`config.mk`:
```
export PLATFORM = sky130hd
export DESIGN_NAME = tmz_timer0
export DESIGN_NICKNAME = d
export VERILOG_FILES = /design/src/tmz_pkg.sv /design/src/tmz_prescaler.sv /design/src/tmz_timer0.sv
export SDC_FILE = /design/constraint.sdc
export NUM_CORES = 1
export LEC_CHECK = 0
export BUFFER_PORTS_ARGS = -buffer_cell sky130_fd_sc_hd__buf_2
export CORE_ASPECT_RATIO = 1.5
export CORE_MARGIN = 10
export CORE_UTILIZATION = 50
export DETAILED_ROUTE_END_ITERATION = 6
export PLACE_DENSITY = 0.79
export SLEW_MARGIN = 40
export SYNTH_ARGS = -nofsm -noshare
export SYNTH_HDL_FRONTEND = slang
export SYNTH_SLANG_ARGS = --single-unit
export TNS_END_PERCENT = 50
```
`constraint.sdc`:
```
create_clock -name ref_clk -period 5.2 [get_ports ref_clk]
set_input_delay 0.78 -clock ref_clk [delete_from_list [all_inputs] [get_ports ref_clk]]
set_output_delay 0.78 -clock ref_clk [all_outputs]
set_load 0.05 [all_outputs]
```
`src/tmz_pkg.sv`:
```
// Constants, types and register map of the timer/counter block
package tmz_pkg;

    // ********************************
    // Register map (index, byte address)
    // ********************************
    localparam logic [7:0] IDX_TIMER_COUNT  = 8'h01;
    localparam logic [7:0] IDX_TIMER_CONFIG = 8'h02;
    localparam logic [7:0] IDX_TIMER_STATUS = 8'h03;
    localparam logic [7:0] ADDR_TIMER_COUNT  = 8'(IDX_TIMER_COUNT * 4);
    localparam logic [7:0] ADDR_TIMER_CONFIG = 8'(IDX_TIMER_CONFIG * 4);
    localparam logic [7:0] ADDR_TIMER_STATUS = 8'(IDX_TIMER_STATUS * 4);

    // ********************************
    // Config fields and reset values
    // ********************************
    localparam int         CFG_SRC_BIT   = 5;
    localparam int         CFG_EDGE_BIT  = 4;
    localparam int         CFG_PSA_BIT   = 3;
    localparam int         CFG_PS_LSB    = 0;
    localparam int         CFG_PS_W      = 3;
    localparam logic [7:0] CFG_RESET     = 8'hff;
    localparam logic [7:0] PC_RESET      = 8'hff;
    localparam logic [11:0] IR_NOP       = 12'h000;

    // ********************************
    // Status fields
    // ********************************
    localparam int STS_PHASE_LSB = 0;
    localparam int STS_INH_LSB   = 2;
    localparam int STS_PSA_BIT   = 4;

    // ********************************
    // Timing counts
    // ********************************
    localparam logic [1:0] INHIBIT_CYCLES = 2'd2;
    localparam int         PRESC_W        = 8;

    typedef enum logic [1:0] {
        PH_ONE   = 2'b00,
        PH_TWO   = 2'b01,
        PH_THREE = 2'b10,
        PH_FOUR  = 2'b11
    } tmz_phase_t;

endpackage

```
`src/tmz_prescaler.sv`:
```
// Shared 8-bit prescaler with power-of-two tap select
`timescale 1ns/1ps
module tmz_prescaler
    import tmz_pkg::*;
(
    // Clock and reset
    input  wire logic                ref_clk,
    input  wire logic                rst_n,
    // Control
    input  wire logic                tickIn,
    input  wire logic                clear,
    input  wire logic [CFG_PS_W-1:0] ratioSel,
    // Divided output
    output logic                     tickOut_ff
);

    logic [PRESC_W-1:0] count_ff;
    logic [PRESC_W-1:0] nxt_count;
    logic               nxt_tickOut;
    logic [PRESC_W-1:0] tapMask;

    // ****************************************
    // Divider: mask of ratio+1 low ones
    // ****************************************
    always_comb begin
        tapMask     = PRESC_W'((9'h002 << ratioSel) - 9'h001);
        nxt_count   = count_ff;
        nxt_tickOut = 1'b0;
        if (clear) begin
            nxt_count = '0;
        end else if (tickIn) begin
            nxt_count = count_ff + 8'h01;
            // Output once every 2^(ratio+1) input ticks
            nxt_tickOut = ((count_ff | ~tapMask) == 8'hff);
        end
    end

    // Count is internal only; no register path reads it, a count register write clears it unless it serves the watchdog
    always_ff @(posedge ref_clk or negedge rst_n) begin
        if (!rst_n) begin
            count_ff   <= '0;
            tickOut_ff <= 1'b0;
        end else begin
            count_ff   <= nxt_count;
            tickOut_ff <= nxt_tickOut;
        end
    end

endmodule // tmz_prescaler

```
`src/tmz_timer0.sv`:
```
// Timer/counter with core phase timing, prescaler and APB register slave
`timescale 1ns/1ps
module tmz_timer0
    import tmz_pkg::*;
(
    // Clock and reset
    input  wire logic        ref_clk,
    input  wire logic        rst_n,
    // APB slave
    input  wire logic        psel,
    input  wire logic        penable,
    input  wire logic        pwrite,
    input  wire logic [7:0]  paddr,
    input  wire logic [31:0] pwdata,
    output logic [31:0]      prdata_ff,
    output logic             pready_ff,
    output logic             pslverr_ff,
    // External count clock pin
    input  wire logic        extCountClockPin,
    // Watchdog side of the prescaler
    input  wire logic        wdtTickIn,
    output logic             wdtTick_ff,
    // Core timing
    input  wire logic        branchReq,
    input  wire logic [7:0]  branchTarget,
    input  wire logic [11:0] instrWord,
    output logic [3:0]       phaseVec_ff,
    output logic [7:0]       programCounter_ff,
    output logic [11:0]      instrReg_ff,
    output logic             pipeFlush_ff
);

    // ****************************************
    // Declarations
    // ****************************************
    tmz_phase_t  phase_ff;
    tmz_phase_t  nxt_phase;
    logic [3:0]  nxt_phaseVec;
    logic        cycleEnd;

    logic [7:0]  programCounter_nx;
    logic [11:0] nxt_instrReg;
    logic        nxt_pipeFlush;
    logic        branchPend_ff;
    logic        nxt_branchPend;
    logic [7:0]  branchTgt_ff;
    logic [7:0]  nxt_branchTgt;

    logic [2:0]  pinSync_ff;
    logic [2:0]  nxt_pinSync;
    logic        pinLevel_ff;
    logic        nxt_pinLevel;
    logic        extEdge;

    logic [7:0]  timerCount_ff;
    logic [7:0]  nxt_timerCount;
    logic [7:0]  timerConfig_ff;
    logic [7:0]  nxt_timerConfig;
    logic [1:0]  inhibit_ff;
    logic [1:0]  nxt_inhibit;

    logic        srcSel;
    logic        edgeSel;
    logic        presToWdt;
    logic        srcTick;
    logic        prescIn;
    logic        prescOut;
    logic        timerTick;
    logic        nxt_wdtTick;

    logic        accessPend;
    logic        commit;
    logic        wrCount;
    logic        wrConfig;
    logic        addrHit;
    tmz_phase_t  targetPhase;
    logic        nxt_pready;
    logic        nxt_pslverr;
    logic [31:0] nxt_prdata;
    logic [31:0] readMux;

    // ****************************************
    // Phase generator
    // ****************************************
    always_comb begin
        case (phase_ff)
            PH_ONE:   nxt_phase = PH_TWO;
            PH_TWO:   nxt_phase = PH_THREE;
            PH_THREE: nxt_phase = PH_FOUR;
            PH_FOUR:  nxt_phase = PH_ONE;
            default:  nxt_phase = PH_ONE;
        endcase
        nxt_phaseVec = 4'h1 << nxt_phase;
        cycleEnd     = (phase_ff == PH_FOUR);
    end

    always_ff @(posedge ref_clk or negedge rst_n) begin
        if (!rst_n) begin
            phase_ff    <= PH_FOUR;
            phaseVec_ff <= 4'h8;
        end else begin
            phase_ff    <= nxt_phase;
            phaseVec_ff <= nxt_phaseVec;
        end
    end

    // ****************************************
    // Fetch pipeline
    // ****************************************
    always_comb begin
        programCounter_nx = programCounter_ff;
        nxt_instrReg      = instrReg_ff;
        nxt_pipeFlush     = pipeFlush_ff;
        nxt_branchPend    = branchPend_ff;
        nxt_branchTgt     = branchTgt_ff;
        if (branchReq) begin
            nxt_branchPend = 1'b1;
            nxt_branchTgt  = branchTarget;
        end
        if (nxt_phase == PH_ONE) begin
            if (branchPend_ff) begin
                // Prefetched word is stale: this cycle runs a no-op
                programCounter_nx = branchTgt_ff;
                nxt_pipeFlush     = 1'b1;
                nxt_branchPend    = branchReq;
            end else begin
                programCounter_nx = programCounter_ff + 8'h01;
                nxt_pipeFlush     = 1'b0;
            end
        end
        if (nxt_phase == PH_FOUR) begin
            nxt_instrReg = pipeFlush_ff ? IR_NOP : instrWord;
        end
    end

    always_ff @(posedge ref_clk or negedge rst_n) begin
        if (!rst_n) begin
            programCounter_ff <= PC_RESET;
            instrReg_ff       <= IR_NOP;
            pipeFlush_ff      <= 1'b0;
            branchPend_ff     <= 1'b0;
            branchTgt_ff      <= 8'h00;
        end else begin
            programCounter_ff <= programCounter_nx;
            instrReg_ff       <= nxt_instrReg;
            pipeFlush_ff      <= nxt_pipeFlush;
            branchPend_ff     <= nxt_branchPend;
            branchTgt_ff      <= nxt_branchTgt;
        end
    end

    // ****************************************
    // External pin synchroniser and edge filter
    // ****************************************
    always_comb begin
        nxt_pinSync  = {pinSync_ff[1:0], extCountClockPin};
        nxt_pinLevel = pinLevel_ff;
        extEdge      = 1'b0;
        // Stage one is only read by stage two
        if ((pinSync_ff[1] == pinSync_ff[2]) && (pinSync_ff[2] != pinLevel_ff)) begin
            nxt_pinLevel = pinSync_ff[2];
            extEdge      = edgeSel ? ~pinSync_ff[2] : pinSync_ff[2];
        end
    end

    always_ff @(posedge ref_clk or negedge rst_n) begin
        if (!rst_n) begin
            pinSync_ff  <= 3'b000;
            pinLevel_ff <= 1'b0;
        end else begin
            pinSync_ff  <= nxt_pinSync;
            pinLevel_ff <= nxt_pinLevel;
        end
    end

    // ****************************************
    // Count source and prescaler routing
    // ****************************************
    assign srcSel    = timerConfig_ff[CFG_SRC_BIT];
    assign edgeSel   = timerConfig_ff[CFG_EDGE_BIT];
    assign presToWdt = timerConfig_ff[CFG_PSA_BIT];
    assign srcTick   = srcSel ? extEdge : cycleEnd;
    // Exclusive use: one consumer sees the divider; with presToWdt set the timer bypasses it, otherwise wdtTick_ff stays low
    assign prescIn   = presToWdt ? wdtTickIn : srcTick;
    assign timerTick = presToWdt ? srcTick : prescOut;
    assign nxt_wdtTick = presToWdt & prescOut;

    tmz_prescaler u_prescaler (
        .ref_clk    (ref_clk),
        .rst_n      (rst_n),
        .tickIn     (prescIn),
        .clear      (wrCount & ~presToWdt),
        .ratioSel   (timerConfig_ff[CFG_PS_LSB +: CFG_PS_W]),
        .tickOut_ff (prescOut)
    );

    always_ff @(posedge ref_clk or negedge rst_n) begin
        if (!rst_n) begin
            wdtTick_ff <= 1'b0;
        end else begin
            wdtTick_ff <= nxt_wdtTick;
        end
    end

    // ****************************************
    // APB access timing
    // ****************************************
    assign accessPend = psel & penable & ~pready_ff;
    assign commit     = psel & penable & pready_ff;
    assign addrHit    = (paddr == ADDR_TIMER_COUNT) || (paddr == ADDR_TIMER_CONFIG) ||
                        (paddr == ADDR_TIMER_STATUS);
    assign wrCount    = commit & pwrite & (paddr == ADDR_TIMER_COUNT);
    assign wrConfig   = commit & pwrite & (paddr == ADDR_TIMER_CONFIG);

    always_comb begin
        readMux = 32'h0000_0000;
        case (paddr)
            ADDR_TIMER_COUNT:  readMux[7:0] = timerCount_ff;
            ADDR_TIMER_CONFIG: readMux[7:0] = timerConfig_ff;
            ADDR_TIMER_STATUS: begin
                readMux[STS_PHASE_LSB +: 2] = phase_ff;
                readMux[STS_INH_LSB +: 2]   = inhibit_ff;
                readMux[STS_PSA_BIT]        = presToWdt;
            end
            default:           readMux = 32'h0000_0000;
        endcase
    end

    always_comb begin
        // Reads land in phase two, writes in phase four
        targetPhase = pwrite ? PH_FOUR : PH_TWO;
        nxt_pready  = 1'b0;
        nxt_pslverr = 1'b0;
        nxt_prdata  = prdata_ff;
        if (accessPend && (nxt_phase == targetPhase)) begin
            nxt_pready  = 1'b1;
            nxt_pslverr = ~addrHit;
            if (!pwrite) begin
                // Read sampled at start of phase two
                nxt_prdata = readMux;
            end
        end
    end

    always_ff @(posedge ref_clk or negedge rst_n) begin
        if (!rst_n) begin
            pready_ff  <= 1'b0;
            pslverr_ff <= 1'b0;
            prdata_ff  <= 32'h0000_0000;
        end else begin
            pready_ff  <= nxt_pready;
            pslverr_ff <= nxt_pslverr;
            prdata_ff  <= nxt_prdata;
        end
    end

    // ****************************************
    // Config register
    // ****************************************
    always_comb begin
        nxt_timerConfig = timerConfig_ff;
        if (wrConfig) begin
            nxt_timerConfig = pwdata[7:0];
        end
    end

    always_ff @(posedge ref_clk or negedge rst_n) begin
        if (!rst_n) begin
            timerConfig_ff <= CFG_RESET;
        end else begin
            timerConfig_ff <= nxt_timerConfig;
        end
    end

    // ****************************************
    // Write inhibit window
    // ****************************************
    always_comb begin
        nxt_inhibit = inhibit_ff;
        if (wrCount) begin
            nxt_inhibit = INHIBIT_CYCLES;
        end else if (cycleEnd && (inhibit_ff != 2'd0)) begin
            nxt_inhibit = inhibit_ff - 2'd1;
        end
    end

    always_ff @(posedge ref_clk or negedge rst_n) begin
        if (!rst_n) begin
            inhibit_ff <= 2'd0;
        end else begin
            inhibit_ff <= nxt_inhibit;
        end
    end

    // ****************************************
    // Timer count
    // ****************************************
    always_comb begin
        nxt_timerCount = timerCount_ff;
        if (wrCount) begin
            // Software write wins over a same-cycle increment
            nxt_timerCount = pwdata[7:0];
        end else if (timerTick && (inhibit_ff == 2'd0)) begin
            nxt_timerCount = timerCount_ff + 8'h01;
        end
    end

    // No reset: power-on value is unknown, other resets keep it
    always_ff @(posedge ref_clk) begin
        timerCount_ff <= nxt_timerCount;
    end

endmodule // tmz_timer0

```
## Word level (Yosys, flattened, before mapping)

Index checks and enable logic that the tools add are counted.

- Bits in registers: 78
- Output and inout bits: 60
- Word-level logic and storage cells: 90

- Add/subtract/negate cells: 5
- Equality and inequality tests: 11
- Shift-type cells: 2
- Multiplexer cells: 25
- Bitwise logic cells: 15
- Reduce and logical (&&, ||, !) cells: 14

Operators by type and width:

| kind | count |
|---|---|
| 8-bit two-way mux | 5 |
| 8-bit by 1-bit adder with 8-bit output, second input constant | 3 |
| 8-bit by 4-bit equality test with 1-bit output, second input constant | 2 |
| 5-bit one-hot mux with 3 select lines | 1 |
| 1-bit two-way mux | 13 |
| 12-bit two-way mux | 1 |
| 1-bit AND | 8 |
| 8-bit by 3-bit equality test with 1-bit output, second input constant | 1 |
| 8-bit equality test, second input constant | 1 |
| 8-bit inverter | 1 |
| 8-bit bitwise OR | 1 |
| 2-bit one-hot mux with 4 select lines | 1 |
| 2-bit nonzero test | 4 |
| 2-bit by 3-bit << shifter with 8-bit output, first input constant | 1 |
| 8-bit by 1-bit subtractor with 8-bit output, second input constant | 1 |
| 2-bit equality test, second input constant | 3 |
| 2-bit logical NOT | 3 |
| 2-bit two-way mux | 3 |
| 3-bit one-hot mux with 2 select lines | 1 |
| 1-bit inverter | 5 |
| 1-bit logical AND | 4 |
| 1-bit by 2-bit << shifter with 4-bit output, first input constant | 1 |
| 2-bit by 1-bit equality test with 1-bit output, second input constant | 1 |
| 2-bit equality test | 1 |
| other kinds (5) | 6 |

## Logic depth before layout (Yosys ltp)

Gate-level depths: netlist of run 1.

- Depth after elaboration: 8
- Mapped depth: 8
- Gate-level depth less buffers: 7

## Hierarchy

A second synthesis of run 1 with hierarchy kept.

- Cells, all modules: 370
- Area, all modules: 4010.1 um^2

Modules (own cells, without submodules):

| module | instances | cells each | area an instance (um^2) | sequential area each (um^2) |
|---|---|---|---|---|
| tmz_timer0 | 1 | 306 | 3400.8 | 1790.5 |
| tmz_prescaler | 1 | 64 | 609.3 | 225.2 |

## Worst setup path after synthesis of run 1

No wires, ideal clock.

- Path type: input -> register
- From: input paddr[1]
- To: register timerCount_ff[0] (enable)
- Setup time: 0.337 ns
- Arrival: 1.818 ns
- Required time: 4.863 ns
- Path slack: 3.045 ns
- Stages: 4
- Cell sequence: nor4_1 > and4b_1 > buf_2 > a311o_1

- Word-level cells in the longest chain between the ends: 3

Ends and longest elaborated chain:

| what | RTL line | RTL |
|---|---|---|
| start: declaration | tmz_timer0.sv:13 | `input wire logic [7:0] paddr,` |
| 8-bit by 3-bit equality test with 1-bit output | tmz_timer0.sv:212 | `assign wrCount = commit & pwrite & (paddr == ADDR_TIMER_COUNT);` |
| 1-bit AND | tmz_timer0.sv:212 |  |
| 2-bit nonzero test (no source line) | - |  |
| end signal: assignment | tmz_timer0.sv:310 | `timerCount_ff <= nxt_timerCount;` |
| end: declaration | tmz_timer0.sv:55 | `logic [7:0] timerCount_ff;` |

No other way between the ends.
A chain may end at the register's enable or synchronous reset.

## Worst setup path after layout of run 1

- From: input paddr[1]
- To: register timerCount_ff[7] (enable)

The elaborated chain is that of the path after synthesis.

==> impl_metrics.py, run 1 <==
metrics = {
    "outcome": {
        "status": "finished, final reports clean",
    },
    "clock_tree": {
        "clockBufferDepth": 2,
        "cts_resized": 0,
        "cts_root_buffer": "clkbuf_16",
        "cts_buffers": 9,
        "post-cts-setup-buffer-count": 0,
        "cts_htree_levels": 3,
        "clk_latency_ns": 0.34,
        "clk_pin_slew_worst_paths_ns": 0.06,
        "cts_tree": "done",
        "numClockSinks": 78,
        "ctsHoldBuffers": 0,
    },
    "floorplan": {
        "rows": 39,
        "die_x_um": 93.1,
        "dieArea_um2": 12100,
        "core_area_um2": 7710,
        "die_y_um": 130,
        "start_util_pct": 51.9,
        "pin_count": 128,
    },
    "sta": {
        "final_hold_viol_count": 0,
        "setup-violations-final": 0,
        "period_needed_ns": 2.55,
        "slew_headroom_pct": 53.7,
        "tns_ns": 0,
        "max_freq_mhz": 392,
        "finClkSkew_ns": 0.00671,
        "worst_pin_slew_ns": 0.693,
        "slew_violations": 0,
        "fin_ws_ns": 2.65,
        "finalCritPeriodShare_pct": 49.1,
        "rsz0062_at_grt": "false",
    },
    "logic_synthesis": {
        "synth_top_area_share_pct": 31.9,
        "synth_cells": 386,
        "syn-cell-area_um2": 4000,
        "synth_edf_count": 8,
        "synthFlopType": "dfrtp_1",
        "yosys.cell_count.top_type": "dfrtp_1",
        "synth_area_leaders": "dfrtp_1, dfstp_2, edfxtp_1",
        "yosys.cell_types.count": 55,
        "ys_ff_latch": 78,
        "synth_top_cell_by_area": "dfrtp_1",
        "ys_seq_area_share_pct": 50.4,
        "synth_top_cells_by_count": "dfrtp_1, nand2_1, o21ai_0",
        "avgSynthCellArea_um2": 10.4,
        "synthArstFlopShare_pct": 89.7,
        "yosys_warnings": 0,
    },
    "setup_path": {
        "cp-start-kind": "input port",
        "rr_worst_depth": 5,
        "path_class": "input port to flip-flop",
        "path_max_fanout": 19,
        "crit_path_end_kind": "flip-flop",
        "r2r-end": "prdata_ff[3]$_DFFE_PN0P_",
        "arrival_ns": 2.53,
        "r2r-start": "phase_ff[1]$_DFF_PN1_",
        "r2r_slack_ns": 2.73,
        "crit_required_ns": 5.18,
        "worstSetupStartpoint": "paddr[1]",
    },
    "routing": {
        "drtAntennaViolNets": 0,
        "wirelength_um": 8970,
        "wire_per_inst_um": 15.9,
        "top_layer_used": "met4",
        "met1Wirelength_um": 3350,
        "wl_met2_um": 4850,
        "route.met3.wl_um": 563,
        "vias_per_cell": 5.30,
        "via_count": 2996,
        "drc_errors": 0,
        "dr.pass1.iters": 4,
        "drtIter0Drc": 133,
    },
    "place": {
        "hpwl_um": 6630,
        "dp_slack_ns": 2.34,
        "placed_cell_area_um2": 4370,
        "gp_congestion": 0.820,
        "port_buffers": 79,
        "dpl.cell_count": 549,
    },
    "global_routing": {
        "grt_max_degree": 71,
        "antenna_found_initial": 0,
        "grt_overflow": 0,
        "groute.usage.overall_pct": 15.3,
        "grt_pass1_wl_um": 14800,
        "grt_pass1_vias": 3097,
    },
    "finish": {
        "diodes": 0,
        "drive_gt1_share_pct": 30.2,
        "fin_cells": 565,
        "filler_cell_count": 663,
        "nets": 535,
        "synthToLayoutAreaGrowth_pct": 17.4,
        "final_cell_area_um2": 4700,
        "multi_input_area_um2": 1740,
        "final-seq-area_um2": 2020,
    },
    "power": {
        "sequentialPowerShare_pct": 44.3,
        "p_leak_nw": 2.13,
        "p_sw_share_pct": 26.0,
        "p_comb_share_pct": 13.3,
        "p_int_mw": 1.17,
        "vdd_drop_max_mv": 0.227,
        "p_sw_uw": 412,
        "pwr-share-clk_pct": 42.4,
        "power_density_nw_per_um2": 337,
    },
    "hold_path": {
        "min_path_type": "flip-flop to flip-flop",
        "holdPathEnd": "pinSync_ff[1]$_DFF_PN0_",
        "min-delay-start": "pinSync_ff[0]$_DFF_PN0_",
        "whs_path_depth": 0,
    },
    "job": {
        "cap_violations": 0,
    },
}
==> layout by cell type (no fill, tap or decap), drive strengths merged, types with 14 or more instances in the layout <==
cell type,netlist,layout
nand2,43,43
a21oi,14,14
clkbuf,13,14
nor2,16,16
conb,1,24
o21ai,31,31
inv,22,22
mux2,21,21
buf,29,80
dfrtp,51,51
dfstp,19,19
==> worst max path at each step <==
stage / cells after the start / endpoint / slack [ns]
6_report: 4 / timerCount_ff[7]$_DFFE_PP_ / 2.65
5_1_grt: 5 / prdata_ff[3]$_DFFE_PN0P_ / 2.47
4_1_cts: 4 / timerCount_ff[7]$_DFFE_PP_ / 2.67
3_5_place_dp: 4 / timerCount_ff[7]$_DFFE_PP_ / 2.34
3_3_place_gp: 4 / timerCount_ff[0]$_DFFE_PP_ / 2.39
2_1_floorplan: 4 / timerCount_ff[0]$_DFFE_PP_ / 3.05
==> per-stage QoR <==
step	util (%)	total power, mW	hold WS (ns)
4_1_cts	61.0	1.60	0.355
3_5_place_dp	56.7	0.922	0.342
5_1_grt	61.0	1.66	0.359
6_report	61.0	1.59	0.353
2_1_floorplan	-	0.870	0.331
3_3_place_gp	56.6	0.912	0.338
==> layout make-up <==
| class | count | area share (%) |
|---|---|---|
| clock buffer | 14 | 6.31 |
| clock inverter | 2 | 0.745 |
| inverter | 22 | 1.76 |
| multi-input combinational | 267 | 36.9 |
| sequential | 78 | 42.9 |
| tap | 102 | 2.71 |
| timing repair buffer | 80 | 8.65 |
==> critical path: stages <==
cell and delay (ns):
buf_2 0.10, nor4_1 0.49, and4b_1 0.67, a311o_1 0.48
==> logic make-up after synthesis <==
family | after synthesis | synth area share (%)
xor gates and xnor gates | 9 | 1.97
AOI/OAI and AO/OA | 81 | 12.9
adders and majority gates | 10 | 3.06
DFF | 78 | 50.4
muxes | 31 | 8.41
other | 1 | 0.0937
and+or+nand+nor | 112 | 14.8
buffers and inverters | 64 | 8.41
==> registers in the layout, indices dropped and copies added, names as in the netlist, 2 cells and up <==
signal	cells
pinSync_ff	3
phase_ff	2
prdata_ff	8
phaseVec_ff	4
timerCount_ff	8
inhibit_ff	2
u_prescaler.count_ff	8
programCounter_ff	8
instrReg_ff	12
timerConfig_ff	8
branchTgt_ff	8
==> power by group through the flow <==
stage	Sequential, mW	Clock (mW)	Combinational, mW
after floorplan	0.734	0	0.136
after global placement	0.708	0	0.204
after detailed placement	0.711	0	0.211
after CTS	0.700	0.691	0.213
after global routing	0.707	0.723	0.231
final	0.702	0.673	0.211
==> per-layer routing <==
layer	GRT usage, %	vias up
met2	26.8	83
met4	8.47	0
li1	-	1457
met3	5.14	19
met1	15.5	1437
met5	0	-
No activity file was read; power rests on OpenSTA's default activity.
==> inputs of run 2 (changes only) <==
==> constraint.sdc (replaced) <==
create_clock -name ref_clk -period 2.7 [get_ports ref_clk]
set_input_delay 0.405 -clock ref_clk [delete_from_list [all_inputs] [get_ports ref_clk]]
set_output_delay 0.405 -clock ref_clk [all_outputs]
set_load 0.05 [all_outputs]
==> run 2 against run 1 <==
Net effect:
- combinational power up 94%
- first-iteration DRC count up 1.5%
- register-to-register slack worse by 2.1 ns
- cell count up 0.88%
- critical path depth up 1
- clock power up 74%
- via count down 0.23%
- power up 84%
- clock skew about the same
- non-clock buffer count up 5
- sequential power up 92%
- largest cell class unchanged
==> impl_metrics.py, run 2 (synthesis results as in run 1) <==
metrics = {
    "finish": {
        "diodes": 0,
        "final_cell_area_um2": 4700,
        "final_core_util_pct": 61.0,
        "final_common_cell": "buf_2",
        "drive_gt1_share_pct": 31.2,
        "largest_reg_flops": 12,
        "top_register": "instrReg_ff",
        "synthToLayoutAreaGrowth_pct": 17.5,
        "filler_cell_count": 666,
        "mostFrequentLayoutCells": "buf_2, dfrtp_1, nand2_1",
        "nets": 540,
    },
    "global_routing": {
        "groute.usage.overall_pct": 15.0,
        "grt_pass1_vias": 3052,
        "grtUsageMet2_pct": 27.1,
        "grt_max_degree": 71,
        "grt_pass1_wl_um": 14600,
        "use_met3_pct": 5.66,
        "grt.busiest_layer": "met2",
        "grtUsageMet1_pct": 15.1,
        "grt_overflow": 0,
        "antenna_found_initial": 0,
    },
    "routing": {
        "dr.pass1.iters": 4,
        "wire_per_inst_um": 15.6,
        "drtAntennaViolNets": 0,
        "wirelength_um": 8900,
        "drc_errors": 0,
        "drtIter0Drc": 135,
        "via_count": 2989,
        "vias_per_cell": 5.24,
    },
    "clock_tree": {
        "post-cts-setup-buffer-count": 0,
        "cts_tree": "done",
        "ctsHoldBuffers": 0,
        "cts_buffers": 9,
        "cts_root_buffer": "clkbuf_16",
        "cts_htree_levels": 3,
        "numClockSinks": 78,
        "clk_pin_slew_worst_paths_ns": 0.06,
        "clk_latency_ns": 0.34,
        "cts_resized": 0,
        "clockBufferDepth": 2,
    },
    "power": {
        "vdd_drop_max_mv": 0.381,
        "pwr-share-clk_pct": 39.9,
        "sequentialPowerShare_pct": 46.1,
        "power_density_nw_per_um2": 622,
        "p_sw_uw": 811,
        "p_sw_share_pct": 27.7,
        "p_leak_nw": 2.14,
        "p_int_mw": 2.11,
        "p_comb_share_pct": 14.0,
    },
    "sta": {
        "rsz0062_at_grt": "false",
        "tns_ns": 0,
        "setup-violations-final": 0,
        "max_freq_mhz": 490,
        "final_hold_viol_count": 0,
        "finalCritPeriodShare_pct": 75.5,
        "finClkSkew_ns": 0.00682,
        "worst_pin_slew_ns": 0.642,
        "slew_headroom_pct": 57.1,
        "slew_violations": 0,
        "period_needed_ns": 2.04,
    },
    "floorplan": {
        "core_area_um2": 7710,
        "dieArea_um2": 12100,
        "start_util_pct": 51.9,
        "die_x_um": 93.1,
        "pin_count": 128,
        "die_y_um": 130,
        "rows": 39,
    },
    "setup_path": {
        "path_cells": "inv_1, ha_1, or4_1, buf_4, o31ai_1",
        "r2r-start": "phase_ff[0]$_DFF_PN1_",
        "r2r-end": "prdata_ff[2]$_DFFE_PN0P_",
        "crit_required_ns": 2.94,
        "arrival_ns": 2.27,
        "crit_slowest_cell": "dfstp_2",
        "rr_worst_depth": 5,
        "path_class": "flip-flop to flip-flop",
        "slowest_delay_ns": 0.57,
        "r2r_slack_ns": 0.66,
        "cp-start-kind": "flip-flop",
        "path_max_fanout": 15,
        "crit_path_end_kind": "flip-flop",
    },
    "hold_path": {
        "min_path_type": "input port to async pin",
    },
    "place": {
        "placed_cell_area_um2": 4400,
        "hpwl_um": 6710,
        "port_buffers": 79,
        "gp_congestion": 0.828,
    },
    "job": {
        "cap_violations": 0,
    },
    "outcome": {
        "status": "finished, final reports clean",
    },
}
-- run 2: cell count changes in the layout (fill, tap and decap cells not counted) --
cell        before  now
bufinv_16        1    0
clkinvlp_4       0    1
clkbuf_1         2    1
clkbuf_16       11   10
clkinv_4         0    1
inv_4            0    1
buf_4            0    5
-- run 2: critical path: cells and delay by family, from the launching register on --
kind,cells,cell delay (ns)
AO/OA/AOI/OAI,1,0.26
adder cells (fa/ha/maj),1,0.33
buffers and inverters,2,0.27
flip-flops,1,0.57
AND/OR/NAND/NOR,1,0.51
-- run 2: worst max path at each step --
stage / from / to / slack [ns] / cells after the start
2_1_floorplan: phase_ff[0]$_DFF_PN1_ / prdata_ff[5]$_DFFE_PN0P_ / 0.72 / 7
3_3_place_gp: paddr[1] / timerCount_ff[1]$_DFFE_PP_ / 0.60 / 5
3_5_place_dp: paddr[1] / timerCount_ff[1]$_DFFE_PP_ / 0.59 / 5
4_1_cts: phase_ff[0]$_DFF_PN1_ / prdata_ff[2]$_DFFE_PN0P_ / 0.63 / 5
5_1_grt: phase_ff[1]$_DFF_PN1_ / u_prescaler.tickOut_ff$_DFF_PN0_ / 0.51 / 6
6_report: phase_ff[0]$_DFF_PN1_ / prdata_ff[2]$_DFFE_PN0P_ / 0.66 / 5
-- run 2: metal layers --
layer / wire [um] / part of all wire [%]
met1: 3240 / 36
met2: 4900 / 55
met3: 574 / 6.4
met4: 182 / 2.0
met5: 0 / 0
-- run 2: final cells by class --
| cell class | count | area [um^2] | share of cell area, % |
|---|---|---|---|
| clock buffer | 12 | 268 | 5.69 |
| tap | 102 | 128 | 2.71 |
| inverter | 22 | 82.6 | 1.76 |
| timing repair buffer | 85 | 444 | 9.45 |
| multi-input combinational | 267 | 1740 | 36.9 |
| clock inverter | 4 | 27.5 | 0.585 |
| sequential | 78 | 2020 | 42.9 |
-- run 2: metrics by stage --
step,hold slack (ns),cells,power (mW),setup WS [ns]
2_1_floorplan,0.109,409,1.68,0.716
3_3_place_gp,0.337,554,1.76,0.598
3_5_place_dp,0.336,554,1.77,0.591
4_1_cts,0.159,570,2.96,0.632
5_1_grt,0.171,570,3.07,0.508
6_report,0.148,570,2.92,0.661
-- run 2: power by group through the flow --
stage | sequential (mW) | combinational (mW) | clock, mW
2_1_floorplan | 1.41 | 0.263 | 0
6_report | 1.35 | 0.409 | 1.17
4_1_cts | 1.35 | 0.410 | 1.20
3_3_place_gp | 1.36 | 0.392 | 0
5_1_grt | 1.36 | 0.450 | 1.25
3_5_place_dp | 1.37 | 0.406 | 0
